===== src/shared/vsf_pkg.sv =====
package vsf_pkg;

    // ========================================================
    // clock and filter times
    // ========================================================
    localparam int unsigned CLK_HZ          = 25_000_000;
    localparam int unsigned US_PER_S        = 1_000_000;
    localparam int unsigned OV_FILT_SHORT_US = 25;
    localparam int unsigned OV_FILT_LONG_US  = 45;
    localparam int unsigned UV_FILT_0_US     = 5;
    localparam int unsigned UV_FILT_1_US     = 15;
    localparam int unsigned UV_FILT_2_US     = 25;
    localparam int unsigned UV_FILT_3_US     = 40;
    localparam int unsigned KICK_FILT_US     = 10;

    // ========================================================
    // register map (byte addresses)
    // ========================================================
    localparam int          ADDR_W      = 8;
    localparam logic [7:0]  ADDR_REACT  = 8'h00;
    localparam logic [7:0]  ADDR_SCALE  = 8'h04;
    localparam logic [7:0]  ADDR_OTP    = 8'h08;
    localparam logic [7:0]  ADDR_THRESH = 8'h0c;
    localparam logic [7:0]  ADDR_FLAGS  = 8'h10;
    localparam logic [7:0]  ADDR_STATUS = 8'h14;

    // reaction fields: two bits per filter, ov at even filter index
    localparam logic [11:0] REACT_RESET = 12'h666;
    localparam int          REACT_BOTH_BIT = 1;

    // scaling register fields
    localparam int SCL_OFF_LSB = 0;
    localparam int SCL_INV_LSB = 8;
    localparam int SCL_POL_BIT = 16;

    // programmed configuration register fields
    localparam int OTP_ALT_BIT    = 0;
    localparam int OTP_KPOL_BIT   = 1;
    localparam int OTP_OVSEL_LSB  = 2;
    localparam int OTP_UVSEL_LSB  = 5;
    localparam int OTP_IOSRC_LSB  = 11;
    localparam int OTP_HVMODE_BIT = 14;
    localparam int OTP_HVLVL_BIT  = 15;
    localparam int OTP_SIGNED_BIT = 16;
    localparam int OTP_CLAMP_LSB  = 17;
    localparam logic [22:0] OTP_RESET = 23'h7e0000;

    // flag and status fields
    localparam int FLG_KICK_BIT  = 6;
    localparam int FLG_SCERR_BIT = 7;
    localparam int FLG_LIVE_LSB  = 8;
    localparam int STS_HVREF_LSB = 8;
    localparam int STS_DEEP_BIT  = 10;

    // threshold mapping in tenths of a percent
    localparam logic [7:0] TH_BASE = 8'h19;
    localparam logic [7:0] TH_STEP = 8'h05;

    localparam int         NUM_MON     = 3;
    localparam int         NUM_FILT    = 6;
    localparam logic [2:0] IO_SRC_EXTERNAL = 3'h7;
    localparam logic [1:0] HVREF_0V8   = 2'h0;
    localparam logic [1:0] HVREF_3V3   = 2'h1;
    localparam logic [1:0] HVREF_TRACK = 2'h2;

    typedef struct packed {
        logic uv;
        logic ov;
    } vsf_mon_type;

    typedef struct packed {
        logic [7:0] ov;
        logic [7:0] uv;
    } vsf_th_type;

    typedef struct packed {
        logic       negative;
        logic [5:0] steps;
    } vsf_scale_type;

    typedef enum logic [2:0] {
        KICK_IDLE    = 3'b001,
        KICK_DEEP    = 3'b010,
        KICK_RESTART = 3'b100
    } vsf_kick_type;

endpackage


===== src/verilog/vsf_voltage_supervisor.sv =====
`timescale 1ns/1ps
// Functional notes
// - alternate bit makes fault_input_one a polarity-set kick pin.
// - asserted kick pin sends state to deep fail-safe, then restart.
// - kick pin is debounced for 10 us before acting.
// - own-regulator overvoltage switches it off until clear.
// - rail supervision and its flags only while failsafe_active equals 1.
// - core reactions writable in init phase only; reset defaults.
// - core ov reaction: 00 none, 01 fail-safe, 1x both; default 10.
// - core uv reaction: same encoding, default 01.
// - io ov/uv reactions same encoding; ov default 10, uv 01.
// - ov deglitch 25 or 45 us selected by one bit.
// - uv deglitch 5, 15, 25 or 40 us selected by two bits.
// - threshold code maps to 2.5..10 percent in 0.5 percent steps.
// - six-bit offset counts 6.25 mV steps, default zero.
// - output change starts only on a matching complement.
// - mismatched complement skips scaling, output unchanged.
// - clamp mask limits steps; all zero disables scaling.
// - signed-range bit allows polarity bit to add or subtract.
// - thresholds follow the threshold register only, not the scaling target.
// - io source select names regulator to cut; external never.
// - hv reference tracks dac in switch mode, else 0.8 or 3.3 V.
// - hv reactions same encoding; uv default 01, ov default 10.
// - fault with no output reaction only sets flag, no count.
module vsf_voltage_supervisor #(
    parameter int unsigned CLK_HZ = vsf_pkg::CLK_HZ
) (
    input  wire logic                                   clk_sys,
    input  wire logic                                   reset_n,
    input  wire logic                                   psel,
    input  wire logic                                   penable,
    input  wire logic                                   pwrite,
    input  wire logic [vsf_pkg::ADDR_W-1:0]             paddr,
    input  wire logic [31:0]                            pwdata,
    output logic      [31:0]                            prdata,
    output logic                                        pready,
    output logic                                        pslverr,
    input  wire logic                                   safety_init_phase,
    input  wire logic                                   failsafe_active,
    input  wire vsf_pkg::vsf_mon_type [vsf_pkg::NUM_MON-1:0] monitorRaw,
    input  wire logic                                   fault_input_one,
    output logic                                        reset_out_n,
    output logic                                        failsafe_out_n,
    output logic                                        faultCountInc,
    output logic                                        coreBuckOff,
    output logic                                        hvRegOff,
    output logic      [6:0]                             ioRegOff,
    output logic                                        deepFailsafe,
    output logic                                        appRestart,
    output vsf_pkg::vsf_scale_type                      scaleTarget,
    output logic                                        scaleStart,
    output vsf_pkg::vsf_th_type                         coreTh,
    output vsf_pkg::vsf_th_type                         ioTh,
    output vsf_pkg::vsf_th_type                         hvTh,
    output logic      [1:0]                             hvRefSel
);

    // ========================================================
    // cycle counts
    // ========================================================
    localparam int CNT_W = 11;
    localparam int unsigned CYC_US = CLK_HZ / vsf_pkg::US_PER_S;
    function automatic logic [CNT_W-1:0] usCyc(input int unsigned us);
        return CNT_W'(us * CYC_US);
    endfunction
    localparam OV_SHORT_CYC = usCyc(vsf_pkg::OV_FILT_SHORT_US);
    localparam OV_LONG_CYC  = usCyc(vsf_pkg::OV_FILT_LONG_US);
    localparam KICK_CYC     = usCyc(vsf_pkg::KICK_FILT_US);
    localparam logic [CNT_W-1:0] CNT_ONE = 11'h001;
    localparam int NF = vsf_pkg::NUM_FILT;

    // ========================================================
    // registers
    // ========================================================
    logic [11:0]   react_q;
    logic [22:0]   otp_q;
    logic [23:0]   thCode_q;
    logic [5:0]    sclOff_q;
    logic [5:0]    sclInv_q;
    logic          sclPol_q;
    logic [7:0]    flag_q;
    logic [31:0]   rdata;
    logic          rdErr;
    logic          wrDone;
    logic          setupSeen;
    logic [NF-1:0] filt_q;
    assign setupSeen = psel & penable & ~pready;
    assign wrDone    = psel & penable & pready & pwrite;

    // apb answers one cycle into the access phase
    always_ff @(posedge clk_sys) begin
        if (!reset_n) begin
            pready  <= 1'b0;
            prdata  <= 32'h0000_0000;
            pslverr <= 1'b0;
        end else begin
            pready  <= setupSeen;
            pslverr <= setupSeen & rdErr;
            if (setupSeen && !pwrite) begin
                prdata <= rdata;
            end
        end
    end

    // read decode; unmapped addresses answer zero with an error
    always_comb begin
        rdata = 32'h0000_0000;
        rdErr = 1'b0;
        if (paddr == vsf_pkg::ADDR_REACT) begin
            rdata[11:0] = react_q;
        end else if (paddr == vsf_pkg::ADDR_SCALE) begin
            rdata[vsf_pkg::SCL_OFF_LSB +: 6] = sclOff_q;
            rdata[vsf_pkg::SCL_INV_LSB +: 6] = sclInv_q;
            rdata[vsf_pkg::SCL_POL_BIT]      = sclPol_q;
        end else if (paddr == vsf_pkg::ADDR_OTP) begin
            rdata[22:0] = otp_q;
        end else if (paddr == vsf_pkg::ADDR_THRESH) begin
            rdata[23:0] = thCode_q;
        end else if (paddr == vsf_pkg::ADDR_FLAGS) begin
            rdata[7:0] = flag_q;
            rdata[vsf_pkg::FLG_LIVE_LSB +: NF] = filt_q;
        end else if (paddr == vsf_pkg::ADDR_STATUS) begin
            rdata[6:0] = scaleTarget;
            rdata[vsf_pkg::STS_HVREF_LSB +: 2] = hvRefSel;
            rdata[vsf_pkg::STS_DEEP_BIT] = deepFailsafe;
        end else begin
            rdErr = 1'b1;
        end
    end

    // reaction fields only move while the safety init phase is open
    always_ff @(posedge clk_sys) begin
        if (!reset_n) begin
            react_q <= vsf_pkg::REACT_RESET;
        end else if (wrDone && paddr == vsf_pkg::ADDR_REACT
                     && safety_init_phase) begin
            react_q <= pwdata[11:0];
        end
    end

    // programmed settings and threshold codes
    always_ff @(posedge clk_sys) begin
        if (!reset_n) begin
            otp_q    <= vsf_pkg::OTP_RESET;
            thCode_q <= 24'h00_0000;
        end else if (wrDone && paddr == vsf_pkg::ADDR_OTP) begin
            otp_q <= pwdata[22:0];
        end else if (wrDone && paddr == vsf_pkg::ADDR_THRESH) begin
            thCode_q <= pwdata[23:0];
        end
    end

    // ========================================================
    // input synchronisers
    // ========================================================
    logic [NF:0] syncA_q;
    logic [NF:0] syncB_q;
    logic [NF-1:0] rawS;
    logic          pinS;
    // comparator outputs and the pin come from outside this domain
    always_ff @(posedge clk_sys) begin
        if (!reset_n) begin
            syncA_q <= '0;
            syncB_q <= '0;
        end else begin
            syncA_q <= {fault_input_one, monitorRaw};
            syncB_q <= syncA_q;
        end
    end
    assign rawS = syncB_q[NF-1:0];
    assign pinS = syncB_q[NF];
    // ========================================================
    // deglitch filters, ov at even index, uv at odd index
    // ========================================================
    logic [CNT_W-1:0] filtTarget [NF];
    logic [NF-1:0]    filtPrev_q;
    function automatic logic [CNT_W-1:0] uvTarget(input logic [1:0] sel);
        logic [CNT_W-1:0] t;
        case (sel)
            2'h0:    t = usCyc(vsf_pkg::UV_FILT_0_US);
            2'h1:    t = usCyc(vsf_pkg::UV_FILT_1_US);
            2'h2:    t = usCyc(vsf_pkg::UV_FILT_2_US);
            default: t = usCyc(vsf_pkg::UV_FILT_3_US);
        endcase
        return t;
    endfunction
    // filter length per monitor from the programmed selects
    always_comb begin
        for (int m = 0; m < vsf_pkg::NUM_MON; m++) begin
            filtTarget[2*m] = otp_q[vsf_pkg::OTP_OVSEL_LSB + m] ?
                              OV_LONG_CYC : OV_SHORT_CYC;
            filtTarget[2*m+1] =
                uvTarget(otp_q[vsf_pkg::OTP_UVSEL_LSB + 2*m +: 2]);
        end
    end

    for (genvar f = 0; f < NF; f++) begin : g_filt
        logic [CNT_W-1:0] cnt_q;
        // a drop of the raw level restarts the count from zero
        always_ff @(posedge clk_sys) begin
            if (!reset_n || !failsafe_active) begin
                cnt_q     <= '0;
                filt_q[f] <= 1'b0;
            end else if (!rawS[f]) begin
                cnt_q     <= '0;
                filt_q[f] <= 1'b0;
            end else if (cnt_q >= filtTarget[f] - CNT_ONE) begin
                filt_q[f] <= 1'b1;
            end else begin
                cnt_q <= cnt_q + CNT_ONE;
            end
        end
    end

    // ========================================================
    // fault reactions
    // ========================================================
    logic [NF-1:0] reactAny;
    logic [NF-1:0] reactBoth;
    logic          kickFault;
    // 01 gives fail-safe only, 1x gives reset as well
    always_comb begin
        for (int f = 0; f < NF; f++) begin
            reactAny[f]  = |react_q[2*f +: 2];
            reactBoth[f] = react_q[2*f + vsf_pkg::REACT_BOTH_BIT];
        end
    end

    // outputs follow the filtered faults; deep fail-safe forces both
    always_ff @(posedge clk_sys) begin
        if (!reset_n) begin
            reset_out_n    <= 1'b1;
            failsafe_out_n <= 1'b1;
            faultCountInc  <= 1'b0;
            filtPrev_q     <= '0;
        end else begin
            filtPrev_q     <= filt_q;
            failsafe_out_n <= ~(|(filt_q & reactAny) | kickFault);
            reset_out_n    <= ~(|(filt_q & reactBoth) | kickFault);
            // unreacted faults only flag, the counter never sees them
            faultCountInc  <= |(filt_q & ~filtPrev_q & reactAny);
        end
    end

    // regulator shutdown lasts exactly as long as the filtered ov flag, one cycle behind it
    always_ff @(posedge clk_sys) begin
        if (!reset_n) begin
            coreBuckOff <= 1'b0;
            hvRegOff    <= 1'b0;
            ioRegOff    <= 7'h00;
        end else begin
            coreBuckOff <= filt_q[0];
            hvRegOff    <= filt_q[4];
            if (filt_q[2] && otp_q[vsf_pkg::OTP_IOSRC_LSB +: 3]
                             != vsf_pkg::IO_SRC_EXTERNAL) begin
                ioRegOff <= 7'(7'h01 << otp_q[vsf_pkg::OTP_IOSRC_LSB +: 3]);
            end else begin
                ioRegOff <= 7'h00;
            end
        end
    end

    // ========================================================
    // alternate kick pin use of fault_input_one
    // ========================================================
    logic             kickLvl;
    logic             kickDeb_q;
    logic [CNT_W-1:0] kickCnt_q;
    vsf_pkg::vsf_kick_type kickState_q;
    // asserted when the pin equals the programmed polarity
    assign kickLvl = otp_q[vsf_pkg::OTP_ALT_BIT]
                   & (pinS == otp_q[vsf_pkg::OTP_KPOL_BIT]);
    assign kickFault = deepFailsafe;

    // debounce both ways so a short spike neither sets nor clears
    always_ff @(posedge clk_sys) begin
        if (!reset_n) begin
            kickCnt_q <= '0;
            kickDeb_q <= 1'b0;
        end else if (kickLvl == kickDeb_q) begin
            kickCnt_q <= '0;
        end else if (kickCnt_q >= KICK_CYC - CNT_ONE) begin
            kickCnt_q <= '0;
            kickDeb_q <= kickLvl;
        end else begin
            kickCnt_q <= kickCnt_q + CNT_ONE;
        end
    end

    // deep fail-safe holds until the pin releases, then one restart
    always_ff @(posedge clk_sys) begin
        if (!reset_n) begin
            kickState_q  <= vsf_pkg::KICK_IDLE;
            deepFailsafe <= 1'b0;
            appRestart   <= 1'b0;
        end else begin
            appRestart <= 1'b0;
            case (kickState_q)
                vsf_pkg::KICK_IDLE: begin
                    if (kickDeb_q) begin
                        kickState_q  <= vsf_pkg::KICK_DEEP;
                        deepFailsafe <= 1'b1;
                    end
                end
                vsf_pkg::KICK_DEEP: begin
                    if (!kickDeb_q) begin
                        kickState_q  <= vsf_pkg::KICK_RESTART;
                        deepFailsafe <= 1'b0;
                        appRestart   <= 1'b1;
                    end
                end
                default: begin
                    kickState_q <= vsf_pkg::KICK_IDLE;
                end
            endcase
        end
    end

    // ========================================================
    // static scaling and flags
    // ========================================================
    logic       sclWr;
    logic [5:0] wrOff;
    logic [5:0] wrInv;
    logic [5:0] clamp;
    logic       sclOk;
    logic       sclBad;
    assign clamp = otp_q[vsf_pkg::OTP_CLAMP_LSB +: 6];
    assign wrOff = pwdata[vsf_pkg::SCL_OFF_LSB +: 6];
    assign wrInv = pwdata[vsf_pkg::SCL_INV_LSB +: 6];
    // host keeps to the init phase; later writes are simply dropped
    assign sclWr = wrDone && paddr == vsf_pkg::ADDR_SCALE
                 && safety_init_phase;
    assign sclOk = (wrInv == ~wrOff)
                 && (clamp != 6'h00) && ((wrOff & ~clamp) == 6'h00);
    assign sclBad = sclWr & ~sclOk;

    // target moves alone on the write edge; thresholds keep their codes, so the ramp must
    // settle within the filter time; big moves belong in small writes
    always_ff @(posedge clk_sys) begin
        if (!reset_n) begin
            sclOff_q    <= 6'h00;
            sclInv_q    <= 6'h3f;
            sclPol_q    <= 1'b0;
            scaleTarget <= '0;
            scaleStart  <= 1'b0;
        end else begin
            scaleStart <= sclWr & sclOk;
            if (sclWr) begin
                sclOff_q <= wrOff;
                sclInv_q <= wrInv;
                sclPol_q <= pwdata[vsf_pkg::SCL_POL_BIT];
            end
            if (sclWr && sclOk) begin
                scaleTarget.steps    <= wrOff;
                scaleTarget.negative <= ~(otp_q[vsf_pkg::OTP_SIGNED_BIT]
                    & pwdata[vsf_pkg::SCL_POL_BIT]);
            end
        end
    end

    // sticky flags, write one to clear, a new event beats the clear
    always_ff @(posedge clk_sys) begin
        if (!reset_n) begin
            flag_q <= 8'h00;
        end else begin
            flag_q <= (flag_q & ~((wrDone && paddr == vsf_pkg::ADDR_FLAGS)
                                  ? pwdata[7:0] : 8'h00))
                    | {sclBad, deepFailsafe, filt_q};
        end
    end

    // ========================================================
    // thresholds and hv reference
    // ========================================================
    function automatic logic [7:0] thMap(input logic [3:0] code);
        return vsf_pkg::TH_BASE + 8'(vsf_pkg::TH_STEP * code);
    endfunction
    // codes packed ov then uv per monitor, core first
    always_ff @(posedge clk_sys) begin
        if (!reset_n) begin
            coreTh   <= '0;
            ioTh     <= '0;
            hvTh     <= '0;
            hvRefSel <= vsf_pkg::HVREF_0V8;
        end else begin
            coreTh <= {thMap(thCode_q[3:0]), thMap(thCode_q[7:4])};
            ioTh   <= {thMap(thCode_q[11:8]), thMap(thCode_q[15:12])};
            hvTh   <= {thMap(thCode_q[19:16]), thMap(thCode_q[23:20])};
            hvRefSel <= otp_q[vsf_pkg::OTP_HVMODE_BIT] ? vsf_pkg::HVREF_TRACK
                      : otp_q[vsf_pkg::OTP_HVLVL_BIT] ? vsf_pkg::HVREF_3V3
                      : vsf_pkg::HVREF_0V8;
        end
    end

endmodule

===== config.mk =====
export PLATFORM = sky130hd
export DESIGN_NAME = vsf_voltage_supervisor
export DESIGN_NICKNAME = d
export VERILOG_FILES = /design/src/shared/vsf_pkg.sv /design/src/verilog/vsf_voltage_supervisor.sv
export SDC_FILE = /design/constraint.sdc
export NUM_CORES = 1
export LEC_CHECK = 0
export BUFFER_PORTS_ARGS = -buffer_cell sky130_fd_sc_hd__buf_2
export CAP_MARGIN = 20
export CORE_MARGIN = 10
export CORE_UTILIZATION = 50
export DETAILED_ROUTE_END_ITERATION = 6
export PLACE_DENSITY = 0.79
export SLEW_MARGIN = 20
export SYNTH_ARGS = -nofsm -noshare
export SYNTH_HDL_FRONTEND = slang
export SYNTH_SLANG_ARGS = --single-unit

===== constraint.sdc =====
create_clock -name clk_sys -period 3.22 [get_ports clk_sys]
set_input_delay 0.161 -clock clk_sys [delete_from_list [all_inputs] [get_ports clk_sys]]
set_output_delay 0.161 -clock clk_sys [all_outputs]
set_load 0.1 [all_outputs]

==> qor.csv, run 1 <==
stage,metric,value,unit
yosys,async_flop_share,0,
die,start_util,0.511,
sta,setup_viol_count_final,0,
die,rows,60,
placement,dp_slack,389,ps
clock_network,cts_root_buffer,clkbuf_16,
finish,final_nets,1916,
finish,final_cell_mix,"283 x dfxtp_1, 216 x nand2_1, 142 x a21oi_1, 142 x buf_2, 107 x ha_1",
sta,relSlewSlack,0.455,
setup_path,path_common_cell,ha_1,
placement,gp_congestion,0.954,
route,first_iter_violations,1277,
sta,fin_crit,2790,ps
yosys,syn_inst,1602,
sta,fin_tns_setup,0,ps
clock_network,cts.sinks,283,
placement,place_hpwl,27200,um
clock_network,path_clk_slew,60,ps
setup_path,path_class,flop to flop,
finish,area_growth,17.4,%
clock_network,cts_resized,0,
route,wl,38500,um
die,io_pins,160,
die,die_area,34800,um2
sta,period_share,0.867,
yosys,synth_flop_cell,dfxtp_1,
yosys,synth_seq_cells,283,
die,die_w,186,um
clock_network,h-tree-depth,1,
route,detail-route-antenna-nets,0,
clock_network,cts_tree,built,
clock_network,cts_buffer_depth,3,
setup_path,max_stage_delay,510,ps
die,core_region_area,27100,um2
route,vias_per_cell,5.81,
route,drc,0,
sta,final_hold_viol_count,0,
die,fp.dieH,186,um
yosys,synth_area,13900,um2
finish,layout_commonest_cell,dfxtp_1,
power,p_total,7.89,mW
sta,hold-worst-slack,41.0,ps
finish,nFillCells,2253,
finish,drive_above_1_share,0.133,
sta,tightestPinTransition,817,ps
setup_path,crit_required,3700,ps
sta,fmax,358,MHz
sta,slew_violations,0,
route,dr.pass1.iters,6,
clock_network,cts_made_buffers,31,
setup_path,path_buf_inv,1,
global_routing,first_global_vias,11890,
yosys,synth.avg_cell_area,8.65,um2
clock_network,clk_latency,560,ps
sta,setup_slack,429,ps
setup_path,arrival,3270,ps
setup_path,worstPathCellList,"inv_1, ha_1, nor2_1, ha_1, and4b_1, a2111oi_2, o31ai_4, or4_1, a21oi_1",
setup_path,end_kind,flop,
setup_path,cp_max_fo,19,
hold_path,hold_path_class,primary input to flop,
power,powerDensity,485,nW/um2
sta,clock_skew,10.0,ps
global_routing,antenna_found_initial,3,
finish,fin_util,0.600,
global_routing,track_usage,0.211,
placement,portBuffers,143,
route,vias,12477,
yosys,ys_seq_area_frac,0.409,
global_routing,grt_pass1_wl,62300,um
setup_path,cp_slowest_cell,or4_1,
yosys,synth.distinct_cells,81,
yosys,synth_warnings,0,
global_routing,grt_use_met2,0.348,
setup_path,cp_top_family,compound AO/OA/AOI/OAI gates,
setup_path,startpoint_type,flop,
sta,rsz0062_at_grt,false,
yosys,synth-edff-count,0,
global_routing,grt_max_degree,106,
global_routing,busiest_layer,met2,
global_routing,grt_overflow,0,
power,leakage,6.85,nW
global_routing,grt_use_met3,0.0387,
flow_run,cap_violations,0,
run_status,status,finished clean,
route,wl_per_cell,17.9,um
power,vdd_drop_max,0.506,mV
global_routing,grtUsageMet1,0.271,
report_power, final:
group / internal (mW) / total, mW / switching, mW / leakage, nW
clock network: 2.39 / 3.85 / 1.46 / 0.531
logic: 0.111 / 0.494 / 0.382 / 4.03
registers: 3.53 / 3.55 / 0.0174 / 2.29
final timing paths:
check                           depth (start not counted)                   from  slack [ps]                              end
worst max-delay path                                    9  otp_q[8]$_SDFFE_PN0P_         430  g_filt[3].cnt_q[8]$_SDFFE_PP0N_
worst min-delay path                                    4                 pwrite          40           prdata[0]$_SDFFE_PN0P_
worst max register to register                          9  otp_q[8]$_SDFFE_PN0P_         430  g_filt[3].cnt_q[8]$_SDFFE_PP0N_
worst min register to register                          1  syncA_q[4]$_SDFF_PN0_         430            syncB_q[4]$_SDFF_PN0_
metrics by stage:
| step | std cells | area, um2 |
|---|---|---|
| 3_5_place_dp | 2056 | 14800 |
| 2_1_floorplan | 1612 | 13900 |
| 3_3_place_gp | 2056 | 14800 |
| 4_1_cts | 2144 | 16200 |
| 6_report | 2146 | 16300 |
| 5_1_grt | 2145 | 16300 |
registers in the layout (all words and copies together) (netlist names), 7 cells and up:
name / count
g_filt.cnt_q: 66
prdata: 24
thCode_q: 24
otp_q: 23
coreTh: 16
hvTh: 16
ioTh: 16
react_q: 12
kickCnt_q: 11
flag_q: 8
ioRegOff: 7
scaleTarget: 7
syncA_q: 7
syncB_q: 7
what timing repair did:
action	in CTS	in global routing
hold endpoints to repair	87	0
hold buffers	32	0
buffers inserted	0	0
routing by layer:
layer  vias up  share of wire
met4         2          0.035
met3        99          0.076
li1       5927              -
met5         -        0.00034
met2       509           0.46
met1      5940           0.43
area by class of cell:
class / count / area [um2] / share of cell area
Antenna cell: 2 / 5.00 / 0.000308
Multi-Input combinational cell: 1167 / 7560 / 0.465
Sequential cell: 283 / 5670 / 0.348
Clock buffer: 46 / 892 / 0.0548
Timing Repair Buffer: 194 / 1200 / 0.0736
Inverter: 72 / 272 / 0.0167
Clock inverter: 10 / 211 / 0.0130
Tap cell: 372 / 465 / 0.0286
cell usage after synthesis (8+ instances only):
| cell type | instances | area share |
|---|---|---|
| inv_1 | 70 | 0.019 |
| and2_1 | 40 | 0.018 |
| nor3_1 | 33 | 0.012 |
| and3_1 | 21 | 0.0095 |
| nor2_1 | 85 | 0.023 |
| o2bb2ai_1 | 8 | 0.0051 |
| dfxtp_1 | 283 | 0.41 |
| nand4_1 | 25 | 0.011 |
| or4_1 | 21 | 0.011 |
| a22oi_1 | 8 | 0.0043 |
| a21oi_1 | 143 | 0.052 |
| buf_2 | 13 | 0.0047 |
| or3_1 | 25 | 0.011 |
| xnor2_1 | 21 | 0.013 |
| mux2_2 | 8 | 0.0065 |
| a31oi_1 | 15 | 0.0068 |
| a221oi_1 | 8 | 0.0051 |
| ha_1 | 107 | 0.097 |
| o21a_1 | 13 | 0.0070 |
| clkbuf_1 | 60 | 0.016 |
| nand2_1 | 216 | 0.059 |
| buf_4 | 13 | 0.0070 |
| nor2b_1 | 20 | 0.0090 |
| nor4_1 | 9 | 0.0041 |
| nand2b_1 | 21 | 0.0095 |
| o31ai_1 | 28 | 0.015 |
| xor2_1 | 19 | 0.012 |
| o21ai_0 | 56 | 0.020 |
| nand3_1 | 78 | 0.028 |
| mux2i_1 | 27 | 0.020 |
worst reg2reg max path: stages (launching register included):
cell and delay (ps):
dfxtp_1 440, inv_1 140, ha_1 210, nor2_1 110, ha_1 250, and4b_1 200
a2111oi_2 400, o31ai_4 270, or4_1 520, a21oi_1 160
kinds of logic after synthesis:
kind of cell	synth area share
AO/OA/AOI/OAI	0.155
other	0.000271
multiplexers	0.0260
XOR/XNOR	0.0253
AND/OR/NAND/NOR	0.230
flip-flops	0.409
buffers and inverters	0.0497
adder cells (fa/ha/maj)	0.105
(Power assumes the default switching activity.)
==> run 2, diff against run 1 <==
--- a/config.mk
+++ b/config.mk
@@ -10,7 +10,8 @@
 export CORE_MARGIN = 10
 export CORE_UTILIZATION = 50
 export DETAILED_ROUTE_END_ITERATION = 6
-export PLACE_DENSITY = 0.79
+export PLACE_DENSITY = 0.68
+export REMOVE_ABC_BUFFERS = 1
 export SLEW_MARGIN = 20
 export SYNTH_ARGS = -nofsm -noshare
 export SYNTH_HDL_FRONTEND = slang
==> run 2 against run 1 <==
Clock skew shrank 1.8 ps. Cell area about the same. Combinational power about the same. Die area did not move. Largest power group unchanged.
==> qor.csv, run 2 (synthesized netlist as in run 1, its figures left out) <==
stage,metric,value,unit
run_status,status,finished clean,
placement,place_hpwl,26500,um
hold_path,hold_path_class,primary input to flop,
clock_network,path_clk_slew,60,ps
hold_path,min_to,pslverr$_SDFF_PN0_,
setup_path,regToRegEndpoint,g_filt[3].cnt_q[4]$_SDFFE_PP0N_,
setup_path,max_stage_delay,520,ps
sta,relSlewSlack,0.354,
global_routing,grt_pass1_wl,60700,um
finish,final_nets,1921,
setup_path,worstPathCellList,"inv_1, ha_1, nor2_1, ha_1, and4b_1, a2111oi_2, o31ai_4, or4_1, a21oi_1",
setup_path,path_class,flop to flop,
setup_path,arrival,3250,ps
global_routing,first_global_vias,11688,
power,leakage,6.88,nW
finish,layout_commonest_cell,dfxtp_1,
setup_path,crit_required,3700,ps
clock_network,cts_hold_buf,33,
clock_network,cts_root_buffer,clkbuf_16,
route,drc,0,
finish,largest_reg_flops,66,
clock_network,cts_resized,0,
finish,area_growth,17.4,%
setup_path,reg2regPathDepth,9,
sta,fin_crit,2770,ps
sta,period_share,0.862,
setup_path,end_kind,flop,
hold_path,holdCritStartpoint,paddr[4],
die,fp.dieH,186,um
placement,gp_congestion,0.871,
placement,portBuffers,143,
die,die_area,34800,um2
clock_network,h-tree-depth,1,
die,start_util,0.511,
setup_path,r2r_start,otp_q[8]$_SDFFE_PN0P_,
power,powerDensity,475,nW/um2
setup_path,cp_slowest_cell,or4_1,
route,wl,37600,um
sta,clock_skew,8.26,ps
route,detail-route-antenna-nets,0,
setup_path,path_common_cell,ha_1,
sta,tightestPinTransition,968,ps
sta,setup_viol_count_final,0,
finish,multi_input_area,7560,um2
global_routing,antenna_found_initial,2,
clock_network,cts_tree,built,
finish,regArea,5670,um2
finish,nFillCells,2357,
flow_run,cap_violations,0,
clock_network,clk_latency,550,ps
finish,reg_top3,"g_filt.cnt_q x66, prdata x24, thCode_q x24",
hold_path,holdPathStages,3,
route,vias_per_cell,5.63,
global_routing,grt_max_degree,80,
global_routing,grt_overflow,0,
finish,regMostFlops,g_filt.cnt_q,
finish,fin_util,0.601,
route,wl_per_cell,17.5,um
route,first_iter_violations,762,
setup_path,startpoint_type,flop,
setup_path,cp_max_fo,19,
global_routing,track_usage,0.205,
sta,fin_tns_setup,0,ps
sta,fmax,360,MHz
sta,rsz0062_at_grt,false,
clock_network,cts_made_buffers,30,
clock_network,cts_buffer_depth,3,
die,core_region_area,27100,um2
sta,final_hold_viol_count,0,
die,rows,60,
clock_network,postCtsSetupRepairBufs,0,
route,dr.pass1.iters,5,
finish,final_cell_mix,"283 x dfxtp_1, 216 x nand2_1, 142 x a21oi_1, 142 x buf_2, 107 x ha_1",
route,vias,12112,
die,die_w,186,um
finish,drive_above_1_share,0.136,
sta,slew_violations,0,
die,io_pins,160,
setup_path,reg2reg_slack,450,ps
power,vdd_drop_max,0.350,mV
clock_network,cts.sinks,283,
[run 2: routing by layer]
layer | GRT usage | share of wire | vias up
met2 | 0.340 | 0.46 | 370
met1 | 0.264 | 0.44 | 5707
met4 | 0.0658 | 0.031 | 2
li1 | - | - | 5947
met3 | 0.0393 | 0.066 | 86
met5 | 0 | 0.00035 | -
[run 2: cell type report]
class,instances,area share
Sequential cell,283,0.348
Clock buffer,48,0.0571
Multi-Input combinational cell,1167,0.464
Tap cell,372,0.0286
Timing Repair Buffer,200,0.0763
Antenna cell,1,0.000154
Clock inverter,8,0.00861
Inverter,72,0.0167
[run 2: critical path, delay by kind of cell (launching register included)]
kind / cells / cell delay [ps]
flops: 1 / 420
fa+ha+maj: 2 / 450
buf+inv: 1 / 140
compound gates: 3 / 850
simple gates: 3 / 830
[run 2: how the worst max path moves through the flow]
stage                                from                              end  slack, ps  cells past startpoint
CTS                 otp_q[9]$_SDFFE_PN0P_  g_filt[5].cnt_q[3]$_SDFFE_PP0N_        390                     10
finish              otp_q[8]$_SDFFE_PN0P_  g_filt[3].cnt_q[4]$_SDFFE_PP0N_        450                      9
global route        otp_q[8]$_SDFFE_PN0P_  g_filt[3].cnt_q[3]$_SDFFE_PP0N_        200                      9
detailed placement  otp_q[9]$_SDFFE_PN0P_  g_filt[5].cnt_q[3]$_SDFFE_PP0N_        400                     10
floorplan                         reset_n           prdata[0]$_SDFFE_PN0P_        300                      5
global placement    otp_q[9]$_SDFFE_PN0P_  g_filt[5].cnt_q[3]$_SDFFE_PP0N_        440                     10
[run 2: power breakdown]
part / leakage (nW) / internal, mW / switching [mW]
sequential: 2.29 / 3.54 / 0.0173
clock: 0.528 / 2.28 / 1.39
combinational: 4.06 / 0.113 / 0.380
[run 2: per-stage QoR]
step                      std cells  cell area [um2]  setup slack (ps)  hold WS (ps)  total power [mW]
after floorplan                1522            13500               303           223              3.92
after global placement         2061            14900               441           370              4.08
after detailed placement       2061            14900               404           375              4.08
after CTS                      2150            16300               386          24.7              7.78
after global routing           2151            16300               202          64.6              7.93
final                          2151            16300               445          41.0              7.72
==> run 3, diff against run 2 <==
--- a/config.mk
+++ b/config.mk
@@ -11,6 +11,7 @@
 export CORE_UTILIZATION = 50
 export DETAILED_ROUTE_END_ITERATION = 6
 export PLACE_DENSITY = 0.68
+export RECOVER_POWER = 100
 export REMOVE_ABC_BUFFERS = 1
 export SLEW_MARGIN = 20
 export SYNTH_ARGS = -nofsm -noshare
==> run 3 against run 2 <==
Sequential power about the same. Clock skew increased by 3.0 ps. Core utilization decreased by 0.59 points. Fmax decreased by 2.1%. Sequential share of layout area increased by 0.35 points. Non-clock buffer count unchanged. Combinational power decreased by 2%. Critical path depth unchanged. Routed wire length about the same. Via count about the same. Clock-buffer cell count unchanged. Cell area decreased by 0.98%. Critical path type unchanged. Critical endpoint is now g_filt[1].cnt_q[8]$_SDFFE_PP0N_.
==> qor.csv, run 3 (synthesized netlist as in run 1, its figures left out) <==
stage,metric,value,unit
global_routing,antenna_found_initial,2,
placement,dp_slack,404,ps
power,vdd_drop_max,0.348,mV
clock_network,postCtsSetupRepairBufs,0,
die,die_w,186,um
finish,regMostFlops,g_filt.cnt_q,
power,leakage,6.45,nW
die,io_pins,160,
finish,nFillCells,2420,
route,first_iter_violations,808,
setup_path,path_class,flop to flop,
clock_network,cts_made_buffers,30,
placement,portBuffers,143,
setup_path,r2r_start,otp_q[6]$_SDFFE_PN0P_,
hold_path,min_to,pslverr$_SDFF_PN0_,
clock_network,h-tree-depth,1,
setup_path,end_kind,flop,
die,core_region_area,27100,um2
clock_network,cts_buffer_depth,3,
finish,drive_above_1_share,0.0787,
sta,tightestPinTransition,1300,ps
hold_path,holdCritStartpoint,paddr[4],
setup_path,crit_required,3700,ps
setup_path,cp_max_fo,9,
setup_path,path_buf_inv,1,
hold_path,hold_path_class,primary input to flop,
clock_network,path_clk_slew,60,ps
sta,fin_tns_setup,0,ps
clock_network,cts_tree,built,
finish,regArea,5670,um2
sta,clock_skew,11.3,ps
sta,rsz0062_at_grt,false,
setup_path,cp_slowest_cell,a2111oi_2,
finish,final_cell_mix,"283 x dfxtp_1, 216 x nand2_1, 142 x a21oi_1",
sta,slew_violations,0,
power,clkPwrFrac,0.477,
setup_path,startpoint_type,flop,
setup_path,cp_top_family,compound AO/OA/AOI/OAI gates,
placement,place_hpwl,26500,um
power,powerDensity,479,nW/um2
finish,largest_reg_flops,66,
sta,period_share,0.880,
die,rows,60,
die,start_util,0.511,
setup_path,worstPathCellList,"inv_1, ha_1, nor2_1, ha_1, and4b_1, a2111oi_2, o31ai_4, or4_1, a21oi_1",
finish,reg_top3,"g_filt.cnt_q x66, prdata x24, thCode_q x24",
setup_path,reg2reg_slack,390,ps
setup_path,regToRegEndpoint,g_filt[1].cnt_q[8]$_SDFFE_PP0N_,
route,detail-route-antenna-nets,0,
global_routing,first_global_vias,11688,
finish,area_growth,16.3,%
setup_path,max_stage_delay,570,ps
route,wl_per_cell,17.5,um
global_routing,grt_max_degree,80,
sta,fin_crit,2830,ps
placement,gp_congestion,0.871,
power,p_int,5.92,mW
route,vias_per_cell,5.63,
clock_network,clk_latency,550,ps
global_routing,track_usage,0.205,
run_status,status,finished clean,
setup_path,path_common_cell,ha_1,
setup_path,arrival,3310,ps
power,power_frac_comb,0.063,
clock_network,cts_root_buffer,clkbuf_16,
setup_path,reg2regPathDepth,9,
die,fp.dieH,186,um
finish,multi_input_area,7540,um2
flow_run,cap_violations,0,
finish,final_nets,1921,
clock_network,cts_resized,0,
hold_path,holdPathStages,3,
clock_network,cts.sinks,283,
route,vias,12117,
sta,hold-worst-slack,43.6,ps
power,switching_share,0.232,
sta,final_hold_viol_count,0,
sta,setup_slack,386,ps
route,dr.pass1.iters,5,
power,power_frac_seq,0.461,
global_routing,grt_overflow,0,
sta,setup_viol_count_final,0,
route,drc,0,
finish,fin_util,0.595,
sta,relSlewSlack,0.140,
finish,layout_commonest_cell,dfxtp_1,
route,wl,37500,um
sta,fmax,353,MHz
global_routing,grt_pass1_wl,60700,um
power,p_switching,1.79,mW
die,die_area,34800,um2
==> run 3: worst max-delay path by stage <==
stage,endpoint,start,slack [ps],cells past startpoint
detailed placement,g_filt[5].cnt_q[3]$_SDFFE_PP0N_,otp_q[9]$_SDFFE_PN0P_,400,10
global placement,g_filt[5].cnt_q[3]$_SDFFE_PP0N_,otp_q[9]$_SDFFE_PN0P_,440,10
floorplan,prdata[0]$_SDFFE_PN0P_,reset_n,300,5
finish,g_filt[1].cnt_q[8]$_SDFFE_PP0N_,otp_q[6]$_SDFFE_PN0P_,390,9
CTS,g_filt[5].cnt_q[3]$_SDFFE_PP0N_,otp_q[9]$_SDFFE_PN0P_,390,10
global route,g_filt[1].cnt_q[9]$_SDFFE_PP0N_,otp_q[6]$_SDFFE_PN0P_,130,9
==> run 3: worst min-delay path: stages <==
cell and delay (ps):
buf_2 220, nand2_1 100, a21oi_1 60
==> run 3: repair_timing <==
item,in CTS,in global routing
endpoints found under the setup margin,0,0
hold buffers,33,0
hold endpoints to repair,89,0
==> run 3: power groups by stage <==
stage / clock network [mW] / registers, mW / logic (mW)
floorplan: 0 / 3.78 / 0.142
global placement: 0 / 3.63 / 0.454
detailed placement: 0 / 3.63 / 0.456
CTS: 3.74 / 3.55 / 0.489
global route: 3.86 / 3.55 / 0.510
finish: 3.68 / 3.55 / 0.485
==> run 3: final cells by class <==
type                            count  share of cell area
Clock buffer                       48              0.0577
Inverter                           72              0.0168
Tap cell                          372              0.0289
Antenna cell                        1            0.000155
Sequential cell                   283               0.352
Timing Repair Buffer              200              0.0684
Multi-Input combinational cell   1167               0.468
Clock inverter                      8             0.00870
==> run 3: through the flow <==
step	power (mW)	cells	instance area (um2)
CTS	7.78	2150	16300
detailed placement	4.08	2061	14900
global placement	4.08	2061	14900
global route	7.92	2151	16100
floorplan	3.92	1522	13500
finish	7.71	2151	16100
==> run 3: routing by layer <==
layer / global-route usage / vias to the layer above / wire length (um)
li1: - / 5942 / -
met1: 0.264 / 5736 / 16700
met2: 0.340 / 355 / 17400
met3: 0.0393 / 82 / 2390
met4: 0.0658 / 2 / 1090
met5: 0 / - / 13
